[config.mk]
export PLATFORM = sky130hd
export DESIGN_NAME = bfi_status_led
export DESIGN_NICKNAME = d
export VERILOG_FILES = /design/src/hw/bfi_pkg.sv /design/src/hw/bfi_status_led.sv
export VERILOG_INCLUDE_DIRS = /design/src /design/src/hw
export SDC_FILE = /design/constraint.sdc
export NUM_CORES = 1
export LEC_CHECK = 0
export BUFFER_PORTS_ARGS = -buffer_cell sky130_fd_sc_hd__buf_2
export CORE_MARGIN = 2
export CORE_UTILIZATION = 55
export CTS_CLUSTER_DIAMETER = 50
export DETAILED_ROUTE_END_ITERATION = 16
export GPL_TIMING_DRIVEN = 0
export MAX_ROUTING_LAYER = met4
export PLACE_DENSITY_LB_ADDON = 0.1
export SYNTH_ARGS = -nofsm -noshare
export SYNTH_HDL_FRONTEND = slang
export SYNTH_SLANG_ARGS = --single-unit
[constraint.sdc]
create_clock -name clock_in -period 2.2 [get_ports clock_in]
set_input_delay 0.22 -clock clock_in [delete_from_list [all_inputs] [get_ports clock_in]]
set_output_delay 0.22 -clock clock_in [all_outputs]
set_load 0.005 [all_outputs]
[src/hw/bfi_params.svh]
`ifndef BFI_PARAMS_SVH
`define BFI_PARAMS_SVH
`define BFI_CLK_MHZ 100
`define BFI_TICK_MS 50
`define BFI_PROBE_MS 100
`define BFI_OFF_CTRL 8'h00
`define BFI_OFF_STAT 8'h04
`define BFI_OFF_CHAN 8'h08
`define BFI_CTRL_RST 16'h0800
`define BFI_ALIAS_LSB 0
`define BFI_BAUD_LSB 8
`define BFI_REQ_BIT 10
`define BFI_PDO_BIT 11
`define BFI_RS485_ADDR 8'h01
`define BFI_MCT_0 16'h0064
`define BFI_MCT_1 16'h0032
`define BFI_MCT_2 16'h0019
`define BFI_MCT_3 16'h000d
`define BFI_CHAN_COUNTS 16'h1111
`define BFI_PHASE_LAST 5'h13
`define BFI_FLASH_ON 5'h04
`define BFI_DBL_START 5'h08
`define BFI_DBL_END 5'h0c
`define BFI_HALF_2HZ 5'h05
`endif

[src/hw/bfi_pkg.sv]
package bfi_pkg;
  typedef enum logic [1:0] {ST_PROBE = 2'h0, ST_CFG = 2'h1, ST_DONE = 2'h3} bfi_probe_t;
  typedef enum logic [1:0] {ESM_INIT = 2'h0, ESM_PREOP = 2'h1, ESM_SAFEOP = 2'h2, ESM_OP = 2'h3} bfi_esm_t;
  typedef enum logic [1:0] {ERR_NONE = 2'h0, ERR_LOCAL = 2'h1, ERR_WDOG = 2'h2, ERR_CONFIG = 2'h3} bfi_err_t;
  typedef logic [1:0] bfi_baud_t;
endpackage : bfi_pkg

[src/hw/bfi_status_led.sv]
// Notes on behaviour
// - Port indicator: dark without link, lit with link, 10 Hz flicker with traffic.
// - Nonzero rotary switch value is the alias, zero selects the saved alias.
// - During the presence test the RS485 indicator alternates red and green at 5 Hz.
// - Required drive with failed communication shows steady red.
// - Communication fine but drive error shows steady red and green.
// - Non-required drive without drive error flashes green at 2 Hz.
// - Non-required drive with drive error flashes red and green together at 2 Hz.
// - Communication fine and no drive error shows steady green.
// - Presence test runs after power-up; a found drive gets the saved baud rate.
// - The presence test sets the message-complete time matching the chosen baud rate.
// - The presence test sets the drive link address to one.
// - Test end shows steady red when no drive, steady green when found.
// - Run indicator: dark INIT, 2.5 Hz PREOP, 1 Hz single SAFEOP, lit OP.
// - Error indicator: dark, 1 Hz single, 1 Hz double, or 2.5 Hz by fault.
// - One send and receive service channel, one process channel pair, process active.
`timescale 1ns/1ps
`default_nettype none
`include "bfi_params.svh"
module bfi_status_led #(
  parameter int TICK_CYCLES = `BFI_TICK_MS * 1000 * `BFI_CLK_MHZ,
  parameter int PROBE_CYCLES = `BFI_PROBE_MS * 1000 * `BFI_CLK_MHZ
) (
  input wire logic clock_in,
  input wire logic reset_n_in,
  input wire logic [1:0] link_up_in,
  input wire logic [1:0] activity_in,
  input wire logic [7:0] alias_switch_in,
  input wire bfi_pkg::bfi_esm_t esm_state_in,
  input wire bfi_pkg::bfi_err_t err_code_in,
  input wire logic drive_answer_in,
  input wire logic comm_err_in,
  input wire logic drive_err_in,
  input wire logic [7:0] addr_in,
  input wire logic [15:0] wdata_in,
  input wire logic wr_in,
  input wire logic rd_in,
  output logic [15:0] rdata_out,
  output logic [1:0] port_led_out,
  output logic rs_red_out,
  output logic rs_green_out,
  output logic run_led_out,
  output logic err_led_out,
  output logic [7:0] alias_out,
  output logic probe_req_out,
  output logic cfg_strobe_out,
  output bfi_pkg::bfi_baud_t cfg_baud_out,
  output logic [15:0] cfg_mct_out,
  output logic [7:0] cfg_addr_out,
  output logic pdo_active_out
);
  import bfi_pkg::*;

  // ----------------------------------------------------------------
  // Pin synchronisers
  // ----------------------------------------------------------------
  logic [11:0] sync1_reg;
  logic [11:0] sync2_reg;
  wire logic [1:0] link_s = sync2_reg[1:0];
  wire logic [1:0] act_s = sync2_reg[3:2];
  wire logic [7:0] alias_s = sync2_reg[11:4];

  always_ff @(posedge clock_in or negedge reset_n_in)
    if (!reset_n_in)
    begin
      sync1_reg <= 12'h000;
      sync2_reg <= 12'h000;
    end
    else
    begin
      sync1_reg <= {alias_switch_in, activity_in, link_up_in};
      sync2_reg <= sync1_reg;
    end

  // ----------------------------------------------------------------
  // Blink prescaler
  // ----------------------------------------------------------------
  // One 50 ms tick feeds every pattern, so all indicators stay in step.
  logic [$clog2(TICK_CYCLES)-1:0] pre_reg;
  logic [2:0] fast_reg;
  logic [4:0] phase_reg;
  wire logic tick = (pre_reg == ($clog2(TICK_CYCLES))'(TICK_CYCLES - 1));
  wire logic blink_10hz = fast_reg[0];
  wire logic blink_5hz = fast_reg[1];
  wire logic blink_2p5hz = fast_reg[2];
  wire logic blink_2hz = (phase_reg < `BFI_HALF_2HZ) ||
    ((phase_reg >= 5'(2 * `BFI_HALF_2HZ)) && (phase_reg < 5'(3 * `BFI_HALF_2HZ)));
  wire logic single_1hz = phase_reg < `BFI_FLASH_ON;
  wire logic double_1hz = single_1hz || (phase_reg >= `BFI_DBL_START && phase_reg < `BFI_DBL_END);

  always_ff @(posedge clock_in or negedge reset_n_in)
    if (!reset_n_in)
    begin
      pre_reg <= '0;
      fast_reg <= 3'h0;
      phase_reg <= 5'h00;
    end
    else
    begin
      pre_reg <= tick ? '0 : pre_reg + 1'b1;
      fast_reg <= tick ? fast_reg + 3'h1 : fast_reg;
      phase_reg <= !tick ? phase_reg : (phase_reg == `BFI_PHASE_LAST) ? 5'h00 : phase_reg + 5'h01;
    end

  // ----------------------------------------------------------------
  // Registers
  // ----------------------------------------------------------------
  logic [15:0] ctrl_reg;
  wire logic [7:0] saved_alias = ctrl_reg[`BFI_ALIAS_LSB +: 8];
  wire bfi_baud_t saved_baud = ctrl_reg[`BFI_BAUD_LSB +: 2];
  wire logic required = ctrl_reg[`BFI_REQ_BIT];
  wire logic sel_ctrl = (addr_in == `BFI_OFF_CTRL);
  wire logic sel_stat = (addr_in == `BFI_OFF_STAT);
  wire logic sel_chan = (addr_in == `BFI_OFF_CHAN);
  bfi_probe_t state_reg;
  bfi_probe_t state_next;
  logic found_reg;
  wire logic [15:0] stat_word = {alias_out, 2'h0, rs_green_out, rs_red_out, found_reg, state_reg, state_reg != ST_DONE};
  wire logic [15:0] rdata_next = sel_ctrl ? ctrl_reg : sel_stat ? stat_word : sel_chan ? `BFI_CHAN_COUNTS : 16'h0000;

  always_ff @(posedge clock_in or negedge reset_n_in)
    if (!reset_n_in)
    begin
      ctrl_reg <= `BFI_CTRL_RST;
      rdata_out <= 16'h0000;
    end
    else
    begin
      if (wr_in && sel_ctrl)
        ctrl_reg <= wdata_in;
      rdata_out <= rd_in ? rdata_next : 16'h0000;
    end

  // ----------------------------------------------------------------
  // Presence test
  // ----------------------------------------------------------------
  function automatic logic [15:0] mct_of(input bfi_baud_t b);
    unique case (b)
      2'h0: mct_of = `BFI_MCT_0;
      2'h1: mct_of = `BFI_MCT_1;
      2'h2: mct_of = `BFI_MCT_2;
      2'h3: mct_of = `BFI_MCT_3;
    endcase
  endfunction : mct_of

  logic [$clog2(PROBE_CYCLES)-1:0] wait_reg;
  wire logic probe_timeout = (wait_reg == ($clog2(PROBE_CYCLES))'(PROBE_CYCLES - 1));

  always_comb
  begin
    state_next = state_reg;
    unique case (state_reg)
      ST_PROBE: if (drive_answer_in) state_next = ST_CFG; else if (probe_timeout) state_next = ST_DONE;
      ST_CFG: state_next = ST_DONE;
      ST_DONE: state_next = ST_DONE;
      default: state_next = ST_PROBE;
    endcase
  end

  always_ff @(posedge clock_in or negedge reset_n_in)
    if (!reset_n_in)
    begin
      state_reg <= ST_PROBE;
      wait_reg <= '0;
      found_reg <= 1'b0;
      probe_req_out <= 1'b0;
      cfg_strobe_out <= 1'b0;
      cfg_baud_out <= 2'h0;
      cfg_mct_out <= 16'h0000;
      cfg_addr_out <= 8'h00;
    end
    else
    begin
      state_reg <= state_next;
      wait_reg <= (state_reg == ST_PROBE) ? wait_reg + 1'b1 : '0;
      probe_req_out <= (state_next == ST_PROBE);
      cfg_strobe_out <= (state_reg == ST_CFG);
      if (state_reg == ST_CFG)
      begin
        found_reg <= 1'b1;
        cfg_baud_out <= saved_baud;
        cfg_mct_out <= mct_of(saved_baud);
        cfg_addr_out <= `BFI_RS485_ADDR;
      end
    end

  // ----------------------------------------------------------------
  // RS485 indicator
  // ----------------------------------------------------------------
  // A found result stays up until the drive status first moves; a no-drive result stays red for good.
  logic comm_d_reg;
  logic drv_d_reg;
  logic eval_reg;
  wire logic status_moved = (comm_err_in != comm_d_reg) || (drive_err_in != drv_d_reg);
  wire logic in_test = (state_reg != ST_DONE);
  logic rs_red_next;
  logic rs_green_next;

  always_comb
  begin
    rs_red_next = 1'b0;
    rs_green_next = 1'b0;
    if (in_test)
    begin
      rs_red_next = blink_5hz;
      rs_green_next = !blink_5hz;
    end
    else if (!found_reg || !eval_reg)
    begin
      rs_red_next = !found_reg;
      rs_green_next = found_reg;
    end
    else if (required && comm_err_in)
      rs_red_next = 1'b1;
    else if (required)
    begin
      rs_red_next = drive_err_in;
      rs_green_next = 1'b1;
    end
    else if (!comm_err_in)
    begin
      rs_red_next = drive_err_in && blink_2hz;
      rs_green_next = blink_2hz;
    end
  end

  always_ff @(posedge clock_in or negedge reset_n_in)
    if (!reset_n_in)
    begin
      comm_d_reg <= 1'b0;
      drv_d_reg <= 1'b0;
      eval_reg <= 1'b0;
      rs_red_out <= 1'b0;
      rs_green_out <= 1'b0;
    end
    else
    begin
      comm_d_reg <= comm_err_in;
      drv_d_reg <= drive_err_in;
      eval_reg <= eval_reg || (!in_test && status_moved);
      rs_red_out <= rs_red_next;
      rs_green_out <= rs_green_next;
    end

  // ----------------------------------------------------------------
  // Port, run, error and alias indicators
  // ----------------------------------------------------------------
  logic [1:0] act_hold_reg;
  genvar p;
  generate
    for (p = 0; p < 2; p++)
    begin : g_port
      // Traffic is held until the flicker next ends a lit half, so a burst in a dark half stays visible.
      wire logic led_next = link_s[p] && (!act_hold_reg[p] || blink_10hz);
      always_ff @(posedge clock_in or negedge reset_n_in)
        if (!reset_n_in)
        begin
          act_hold_reg[p] <= 1'b0;
          port_led_out[p] <= 1'b0;
        end
        else
        begin
          act_hold_reg[p] <= act_s[p] || (act_hold_reg[p] && !(tick && blink_10hz));
          port_led_out[p] <= led_next;
        end
    end
  endgenerate

  logic run_next;
  logic err_next;
  always_comb
  begin
    unique case (esm_state_in)
      ESM_INIT: run_next = 1'b0;
      ESM_PREOP: run_next = blink_2p5hz;
      ESM_SAFEOP: run_next = single_1hz;
      ESM_OP: run_next = 1'b1;
    endcase
    unique case (err_code_in)
      ERR_NONE: err_next = 1'b0;
      ERR_LOCAL: err_next = single_1hz;
      ERR_WDOG: err_next = double_1hz;
      ERR_CONFIG: err_next = blink_2p5hz;
    endcase
  end

  always_ff @(posedge clock_in or negedge reset_n_in)
    if (!reset_n_in)
    begin
      run_led_out <= 1'b0;
      err_led_out <= 1'b0;
      alias_out <= 8'h00;
      pdo_active_out <= 1'b0;
    end
    else
    begin
      run_led_out <= run_next;
      err_led_out <= err_next;
      alias_out <= (alias_s != 8'h00) ? alias_s : saved_alias;
      pdo_active_out <= ctrl_reg[`BFI_PDO_BIT];
    end
endmodule : bfi_status_led
`default_nettype wire

==> impl_results.md, run 1 <==
* Port buffer count at 89
* Final setup viols at 0
* Deepest clock path buffer count at 2
* Clk_skew at 0.00719 ns
* Clk Latency, worst-skew pair at 0.52 ns
* Overall power at 6.00 mW
* DR iter-0 viols at 274
* Number of fill cells in the layout at 743
* Min-delay worst type: primary input to register
* R2R depth at 6
* Placed Cells incl. Taps at 756
* Post-synthesis sequential area ratio at 59.4%
* Power Dens Cells at 769 nW/um2
* CTS root buf: clkbuf_8
* Final WL at 12.4 mm
* Final worst path period share at 94.3%
* Reg2Reg Capture Point: pre_reg[18]
* Synth Flop Type: dfrtp_1
* Worst hold endpoint: rdata_out[4]
* Largest cells by area after synthesis: dfrtp_1 (59%), nor2_1 (3.9%), xnor2_1 (3.9%), buf_4 (3.5%), mux2_4 (2.5%)
* Critical Path Sink Type: register
* Area grow syn2layout at 28.7%
* Hold Vio Cnt, Final at 0
* WL/cell at 15.0 um
* GR Overflow Total at 0
* Cells traversed along the worst timing path: nor4_2, nand4_1, nor4_4, buf_4, buf_2, nor2_1
* Die W at 109 um
* # diodes at 0
* WP data required at 2.60 ns
* Vias post-DR at 4251
* Arr. time, crit path at 2.48 ns
* Fmax achieved at 482 MHz
* Tmin final at 2.07 ns
* Largest register FFs at 24
* Critical-path maximum fanout at 10
* Status: finished clean
* Max cap viols at 0
* FF+latch count, synth at 144
* Vias per std cell at 5.12
* H-tree levels at 4
* Ports at 106
* Remaining antenna violation count after routing at 0
* Die H at 109 um
* Asr flop ratio synth at 100%
* Hold depth at 4
* Synth Warn # at 0
* Design area at 7800 um2
* Nets at 733
* Top-area cell type share of the netlist area at 59.0%
* CORE AREA at 10800 um2
* Sum of negative setup slack at 0 ns
* CTS tree: yes
* Hold Path Origin: addr_in[4]
* Routability cong. at 0.811
* CP delay by family, top: simple AND/OR/NAND/NOR gates
* Die ar. at 11900 um2
* GR Util All Layers at 22.9%
* Buf/Inv on CP at 2
* Largest net degree at the start of global routing at 76
* Initial antenna violation count at 0
* Distinct cell type count after synthesis at 54
* Post-DP HPWL at 7.98 mm
* DRT Pass-1 Iters at 4
* Post-synth EDFFs at 0
* CTS sink cnt at 144
* Number of CTS-inserted buffers at 17
* Slowest cell on crit path: nor4_4
* Pins Over Slew Limit at 0
* Crit path largest cell delay at 0.46 ns
* Initial core utilization at 56.2%
* Yosys top cell by area: dfrtp_1
* Most frequent cell after synthesis: dfrtp_1
* Avg Inst Size Synth at 11.9 um2
* Peak VDD IR at 433 uV
* Row cnt at 38
* Drc violations at 0
* Non-Filler Instances at 830
* Fraction of layout cells with a size suffix above 1 at 28.4%
* Clk slew on worst S/H paths at 0.06 ns
* Synthesized instance count at 511
* Vias in the first global route at 4218
* Worst flop-to-flop path startpoint: pre_reg[6]
* Reg2Reg Setup Slack at 0.13 ns
* Slew @ Worst Pin at 0.643 ns
* DP Area at 6780 um2
* Area of the mapped netlist at 6060 um2
* Leak pwr at 3.77 nW
* WS Path Type: register to register
* Max-slew headroom at 57.1%
* WHS at 0.0629 ns
* Critical Path Start Type: register
* Post-synth top cells: dfrtp_1 (143), nor2_1 (63), buf_4 (28)
* Global-route wire length before repair at 20.2 mm
## area by class of cell
class	instances	area (um2)	share of cell area (%)
well taps	140	175	2.25
plain buffers	40	265	3.40
clock inverters	12	159	2.04
inverters	15	56.3	0.722
multi-input cells	327	2210	28.3
flip-flops and latches	144	3600	46.2
repair buffers	132	890	11.4
clock buffers	20	445	5.71
## per-layer routing
| metal | vias up | track usage [%] | wire length, um | share of wire [%] |
|---|---|---|---|---|
| met5 | - | - | 0 | 0 |
| met2 | 120 | 36.7 | 6090 | 49 |
| li1 | 2055 | - | - | - |
| met3 | 17 | 5.80 | 696 | 5.6 |
| met1 | 2059 | 28.7 | 5470 | 44 |
| met4 | 0 | 7.60 | 163 | 1.3 |
## how the worst max path moves through the flow
stage	start	endpoint	depth (start not counted)
floorplan	pre_reg[0]	pre_reg[22]	6
global placement	reset_n_in	wait_reg[2]	1
detailed placement	pre_reg[10]	pre_reg[19]	6
CTS	pre_reg[10]	pre_reg[18]	6
global route	pre_reg[6]	pre_reg[18]	6
finish	pre_reg[6]	pre_reg[18]	6
## logic make-up (layout without fill, tap and decap cells)
group | after synthesis | count (layout) | synth area share, %
AO/OA/AOI/OAI | 60 | 60 | 6.73
flip-flops | 144 | 144 | 59.4
XOR/XNOR | 41 | 41 | 5.92
AND/OR/NAND/NOR | 176 | 176 | 15.5
buffers and inverters | 55 | 219 | 5.30
multiplexers | 24 | 24 | 5.05
adder cells (fa/ha/maj) | 10 | 10 | 2.04
other | 1 | 16 | 0.0618
## worst register-to-register path, cell delays in order, from the launching register on
cell and delay [ns]:
dfrtp_1 0.44, nor4_2 0.29, nand4_1 0.18, nor4_4 0.46, buf_4 0.26, buf_2 0.24, nor2_1 0.08
## cell usage in the layout (no fill, tap or decap), types with 3 or more instances in the layout
| master | n |
|---|---|
| dfrtp_1 | 143 |
| buf_2 | 90 |
| nor2_1 | 63 |
| dlygate4sd3_1 | 38 |
| buf_4 | 32 |
| xnor2_1 | 27 |
| nand2_1 | 25 |
| nand3_1 | 18 |
| conb_1 | 16 |
| clkbuf_16 | 16 |
| inv_1 | 15 |
| xor2_1 | 14 |
| a21oi_1 | 13 |
| mux2_2 | 13 |
| o21ai_0 | 12 |
| nand4_1 | 11 |
| a21o_1 | 11 |
| clkbuf_1 | 10 |
| a22o_1 | 10 |
| mux2_4 | 10 |
| nor3_1 | 9 |
| and3_1 | 9 |
| ha_1 | 9 |
| and4_1 | 5 |
| nor4_1 | 5 |
| or3_1 | 5 |
| clkinvlp_4 | 5 |
| or4_1 | 4 |
| o31ai_1 | 3 |
| or2_2 | 3 |
| clkbuf_8 | 3 |
| bufinv_16 | 3 |
## what timing repair did
action / 4_1_cts / 5_1_grt
buffers inserted: 0 / 4
setup endpoints to repair: 0 / 10
resized for setup: 0 / 2
hold endpoints to repair: 106 / 0
hold buffers: 38 / 0
## where the power goes
part           leakage, nW  internal, mW  switching, mW  total, mW
registers             1.86          2.73         0.0456       2.77
clock network        0.280          1.79           1.09       2.88
logic                 1.62         0.186          0.165      0.351
## per-stage QoR
step | util [%] | setup WS [ns]
after floorplan | - | 0.485
after global placement | 62.5 | -1.03
after detailed placement | 62.8 | 0.160
after CTS | 71.9 | 0.138
after global routing | 72.3 | -0.0153
final | 72.3 | 0.125
(Power assumes the default switching activity.)
==> inputs of run 2 (changes only) <==
--- a/config.mk
+++ b/config.mk
@@ -14,6 +14,7 @@
 export GPL_TIMING_DRIVEN = 0
 export MAX_ROUTING_LAYER = met4
 export PLACE_DENSITY_LB_ADDON = 0.1
+export REMOVE_ABC_BUFFERS = 1
 export SYNTH_ARGS = -nofsm -noshare
 export SYNTH_HDL_FRONTEND = slang
 export SYNTH_SLANG_ARGS = --single-unit
==> impl_results.md, run 2 (same netlist as run 1, synthesis figures left out) <==
* Status: finished clean
* R2R depth at 5
* GR Overflow Total at 0
* Cells traversed along the worst timing path: nor4b_1, nand4_1, nor4_4, buf_4, mux2_2
* Setup WS pre-CTS at -0.305 ns
* Arr. time, crit path at 2.46 ns
* Max-slew headroom at 42.9%
* CORE AREA at 10800 um2
* H-tree levels at 4
* Final setup viols at 0
* Hold Vio Cnt, Final at 0
* DR iter-0 viols at 263
* Clk Latency, worst-skew pair at 0.52 ns
* Peak VDD IR at 386 uV
* Max cap viols at 0
* Largest net degree at the start of global routing at 98
* Final worst path period share at 93.6%
* Deepest clock path buffer count at 2
* Initial core utilization at 56.2%
* Fraction of layout cells with a size suffix above 1 at 24.9%
* Critical Path Start Type: register
* Initial antenna violation count at 0
* Worst flop-to-flop path startpoint: pre_reg[10]
* Pins Over Slew Limit at 0
* Placed Cells incl. Taps at 716
* Drc violations at 0
* Clk slew on worst S/H paths at 0.06 ns
* CTS sink cnt at 144
* Design area at 7530 um2
* GR Util All Layers at 21.9%
* Power Dens Cells at 804 nW/um2
* Hold depth at 3
* Worst setup path start: pre_reg[10]
* Crit. path cell count at 5
* Ports at 106
* Routability cong. at 0.822
* Slowest cell on crit path: dfrtp_1
* Non-Filler Instances at 787
* DP Area at 6510 um2
* Port buffer count at 89
* Global-route wire length before repair at 19.5 mm
* Leading cell type in the layout, fill and taps excluded: dfrtp_1
* Clk_skew at 0.00773 ns
* Overall power at 6.05 mW
* WP data required at 2.60 ns
* Min-delay worst type: primary input to register
* Commonest non-fill, non-tap cells in the layout: dfrtp_1 (143), buf_2 (88), nor2_1 (63)
* Crit path largest cell delay at 0.41 ns
* Number of CTS-inserted buffers at 17
* WS Path Type: register to register
* Critical Path Sink Type: register
* Sum of negative setup slack at 0 ns
* Tmin final at 2.06 ns
* Remaining antenna violation count after routing at 0
* Vias in the first global route at 4017
* RSZ-0062 raised after global routing: no
* Final WL at 11.7 mm
* CTS tree: yes
* Nets at 690
* Die H at 109 um
* Vias per std cell at 5.21
* Buf/Inv on CP at 1
* Setup WS post-layout at 0.142 ns
* Die W at 109 um
* DRT Pass-1 Iters at 5
* WL/cell at 14.9 um
* Hold Path Origin: err_code_in[0]
* Largest register FFs at 24
* Critical-path maximum fanout at 11
* Area grow syn2layout at 24.1%
* Slew @ Worst Pin at 0.852 ns
* CTS root buf: clkbuf_8
* Die ar. at 11900 um2
* # diodes at 0
* CP delay by family, top: simple AND/OR/NAND/NOR gates
* Fmax achieved at 486 MHz
* Vias post-DR at 4097
* Leak pwr at 3.61 nW
* Post-DP HPWL at 7.35 mm
* Row cnt at 38
* Number of fill cells in the layout at 776
==> run 2: through the flow <==
| stage | util (%) | hold slack [ns] |
|---|---|---|
| 3_3_place_gp | 60.0 | 0.328 |
| 4_1_cts | 69.7 | 0.0111 |
| 2_1_floorplan | - | -0.0756 |
| 6_report | 69.7 | 0.0175 |
| 3_5_place_dp | 60.3 | 0.187 |
| 5_1_grt | 69.7 | 0.0242 |
==> run 2: cell type report <==
type / count / area, um2 / share of cell area (%)
well taps: 140 / 175 / 2.33
inverters: 15 / 56.3 / 0.748
repair buffers: 128 / 855 / 11.4
flip-flops and latches: 144 / 3600 / 47.9
clock buffers: 22 / 463 / 6.15
clock inverters: 10 / 156 / 2.08
multi-input cells: 328 / 2220 / 29.4
==> run 2: timing repair <==
item | in CTS | in global routing
hold buffers | 36 | 0
pin swaps | 1 | 2
cloned | 1 | 0
setup buffers | 2 | 0
gates resized for setup | 1 | 0
endpoints found under the hold margin | 83 | 0
endpoints found under the setup margin | 22 | 17
==> run 2: layer usage <==
layer / up-vias / share of wire [%] / global-route usage [%]
met5: - / 0 / -
met2: 121 / 47 / 32.9
met1: 1985 / 46 / 29.2
met3: 22 / 5.1 / 5.38
li1: 1969 / - / -
met4: 0 / 1.9 / 7.97
==> run 2: final timing paths <==
| path | endpoint | slack [ns] |
|---|---|---|
| max | phase_reg[1] | 0.14 |
| min | err_led_out | 0.02 |
| max reg2reg | phase_reg[1] | 0.14 |
| min reg2reg | sync2_reg[5] | 0.35 |
| max in group asynchronous | rdata_out[7] | 1.19 |
| min in group asynchronous | act_hold_reg[0] | 0.21 |
==> run 2: worst register-to-register path, delay by kind of cell, from the launching register on <==
kind	cells	cell delay (ns)
buf+inv	1	0.22
flops	1	0.41
mux	1	0.34
simple gates	3	0.96
==> run 2: where the power goes <==
group | total, mW | internal, mW | switching, mW
Combinational | 0.307 | 0.155 | 0.152
Clock | 2.97 | 1.93 | 1.04
Sequential | 2.77 | 2.73 | 0.0459
Total | 6.05 | 4.81 | 1.24
==> inputs of run 3 (changes only) <==
--- a/config.mk
+++ b/config.mk
@@ -6,9 +6,11 @@
 export SDC_FILE = /design/constraint.sdc
 export NUM_CORES = 1
 export LEC_CHECK = 0
-export BUFFER_PORTS_ARGS = -buffer_cell sky130_fd_sc_hd__buf_2
+export BUFFER_PORTS_ARGS = -buffer_cell sky130_fd_sc_hd__clkbuf_2
+export CELL_PAD_IN_SITES_DETAIL_PLACEMENT = 1
+export CELL_PAD_IN_SITES_GLOBAL_PLACEMENT = 1
 export CORE_MARGIN = 2
-export CORE_UTILIZATION = 55
+export CORE_UTILIZATION = 44
 export CTS_CLUSTER_DIAMETER = 50
 export DETAILED_ROUTE_END_ITERATION = 16
 export GPL_TIMING_DRIVEN = 0
==> impl_results.md, run 3 (same netlist as run 1, synthesis figures left out) <==
* Final worst path period share at 91.1%
* Ports at 106
* H-tree levels at 4
* Fmax achieved at 499 MHz
* Hold Vio Cnt, Final at 0
* Nets at 670
* Max-slew headroom at 42.8%
* Commonest non-fill, non-tap cells in the layout: dfrtp_1 (143), clkbuf_2 (88), nor2_1 (63)
* Clk Latency, worst-skew pair at 0.42 ns
* Leak pwr at 3.52 nW
* Setup WS post-layout at 0.197 ns
* Fraction of layout cells with a size suffix above 1 at 26.2%
* Global-route wire length before repair at 21.9 mm
* Remaining antenna violation count after routing at 0
* Row cnt at 42
* Die H at 121 um
* Final WL at 13.3 mm
* WL/cell at 16.5 um
* WP data required at 2.50 ns
* Min-delay worst type: primary input to register
* CORE AREA at 13300 um2
* Non-Filler Instances at 803
* CTS root buf: clkbuf_16
* CTS tree: yes
* Arr. time, crit path at 2.31 ns
* Placed Cells incl. Taps at 752
* Vias post-DR at 4105
* Pins Over Slew Limit at 0
* Number of fill cells in the layout at 1426
* # diodes at 0
* Status: finished clean
* Vias per std cell at 5.11
* Clk_skew at 0.00727 ns
* Critical Path Start Type: register
* Sum of negative setup slack at 0 ns
* Port buffer count at 89
* Critical Path Sink Type: register
* Routability cong. at 0.788
* Power Dens Cells at 815 nW/um2
* Area grow syn2layout at 21.3%
* Vias in the first global route at 4290
* Initial antenna violation count at 0
* Peak VDD IR at 526 uV
* Largest register FFs at 24
* Die ar. at 14700 um2
* Overall power at 5.99 mW
* Final setup viols at 0
* Reg2Reg Setup Slack at 0.20 ns
* Initial core utilization at 45.4%
* Largest net degree at the start of global routing at 86
* Die W at 121 um
* Slew @ Worst Pin at 0.854 ns
* WS Path Type: register to register
* Clk slew on worst S/H paths at 0.06 ns
* RSZ-0062 raised after global routing: no
* Deepest clock path buffer count at 2
* Critical-path maximum fanout at 8
* GR Util All Layers at 19.9%
* Post-DP HPWL at 8.68 mm
* Tmin final at 2.00 ns
* Drc violations at 0
* DRT Pass-1 Iters at 4
* Leading cell type in the layout, fill and taps excluded: dfrtp_1
* WHS at 0.0218 ns
* Number of CTS-inserted buffers at 17
* CTS sink cnt at 144
* Setup WS pre-CTS at -0.377 ns
* DR iter-0 viols at 204
* Max cap viols at 0
* GR Overflow Total at 0
## run 3: cell types whose count changed in the layout (fill, tap and decap cells not counted), sizes merged
cell / change
clkinv: +1
dlygate4sd3: -22
clkbuf: +88
bufinv: -1
buf: -87
inv: -1
clkinvlp: +2
## run 3: power by group
group          internal [mW]  switching (mW)  leakage [nW]  total (mW)
logic                  0.130           0.148          1.36       0.277
registers               2.73          0.0500          1.86        2.78
clock network           1.86            1.08         0.295        2.94
total                   4.72            1.27          3.52        5.99
## run 3: worst paths after layout
kind	from	to	cells past startpoint
max reg2reg	pre_reg[10]	fast_reg[1]	5
min reg2reg	sync1_reg[5]	sync2_reg[5]	0
min	comm_err_in	comm_d_reg	1
min in group asynchronous	reset_n_in	phase_reg[2]	2
max	pre_reg[10]	fast_reg[1]	5
max in group asynchronous	reset_n_in	sync1_reg[4]	3
## run 3: per-stage QoR
step | instance area, um2 | utilization, %
6_report | 7360 | 55.1
5_1_grt | 7360 | 55.1
4_1_cts | 7340 | 55.0
3_5_place_dp | 6560 | 49.1
3_3_place_gp | 6520 | 48.9
2_1_floorplan | 5860 | -
## run 3: final cells by class
type / instances / area (um2) / share of cell area [%]
Clock buffer: 21 / 470 / 6.39
Clock inverter: 11 / 138 / 1.87
Inverter: 15 / 56.3 / 0.765
Multi-Input combinational cell: 328 / 2220 / 30.1
Sequential cell: 144 / 3600 / 49.0
Tap cell: 176 / 220 / 2.99
Timing Repair Buffer: 108 / 652 / 8.86
## run 3: repair_timing
action                                 CTS  global route
pin swaps                                1             2
setup endpoints to repair               23            14
resized for setup                        1             0
hold buffers                            14             0
endpoints found under the hold margin   71             0
buffers inserted                         2             2
gates cloned                             1             0
## run 3: critical path, cell delays in order (launching register included)
cell     delay (ns)
dfrtp_1        0.41
nor4b_1        0.32
nand4_1        0.26
nor4_4         0.34
buf_4          0.22
mux2_2         0.34
## run 3: routing by layer
layer | GRT usage (%) | vias to the layer above | routed length (um)
met4 | 7.18 | 0 | 163
met5 | - | - | 0
met2 | 32.2 | 87 | 6640
li1 | - | 1930 | -
met1 | 24.4 | 2073 | 5890
met3 | 4.75 | 15 | 566
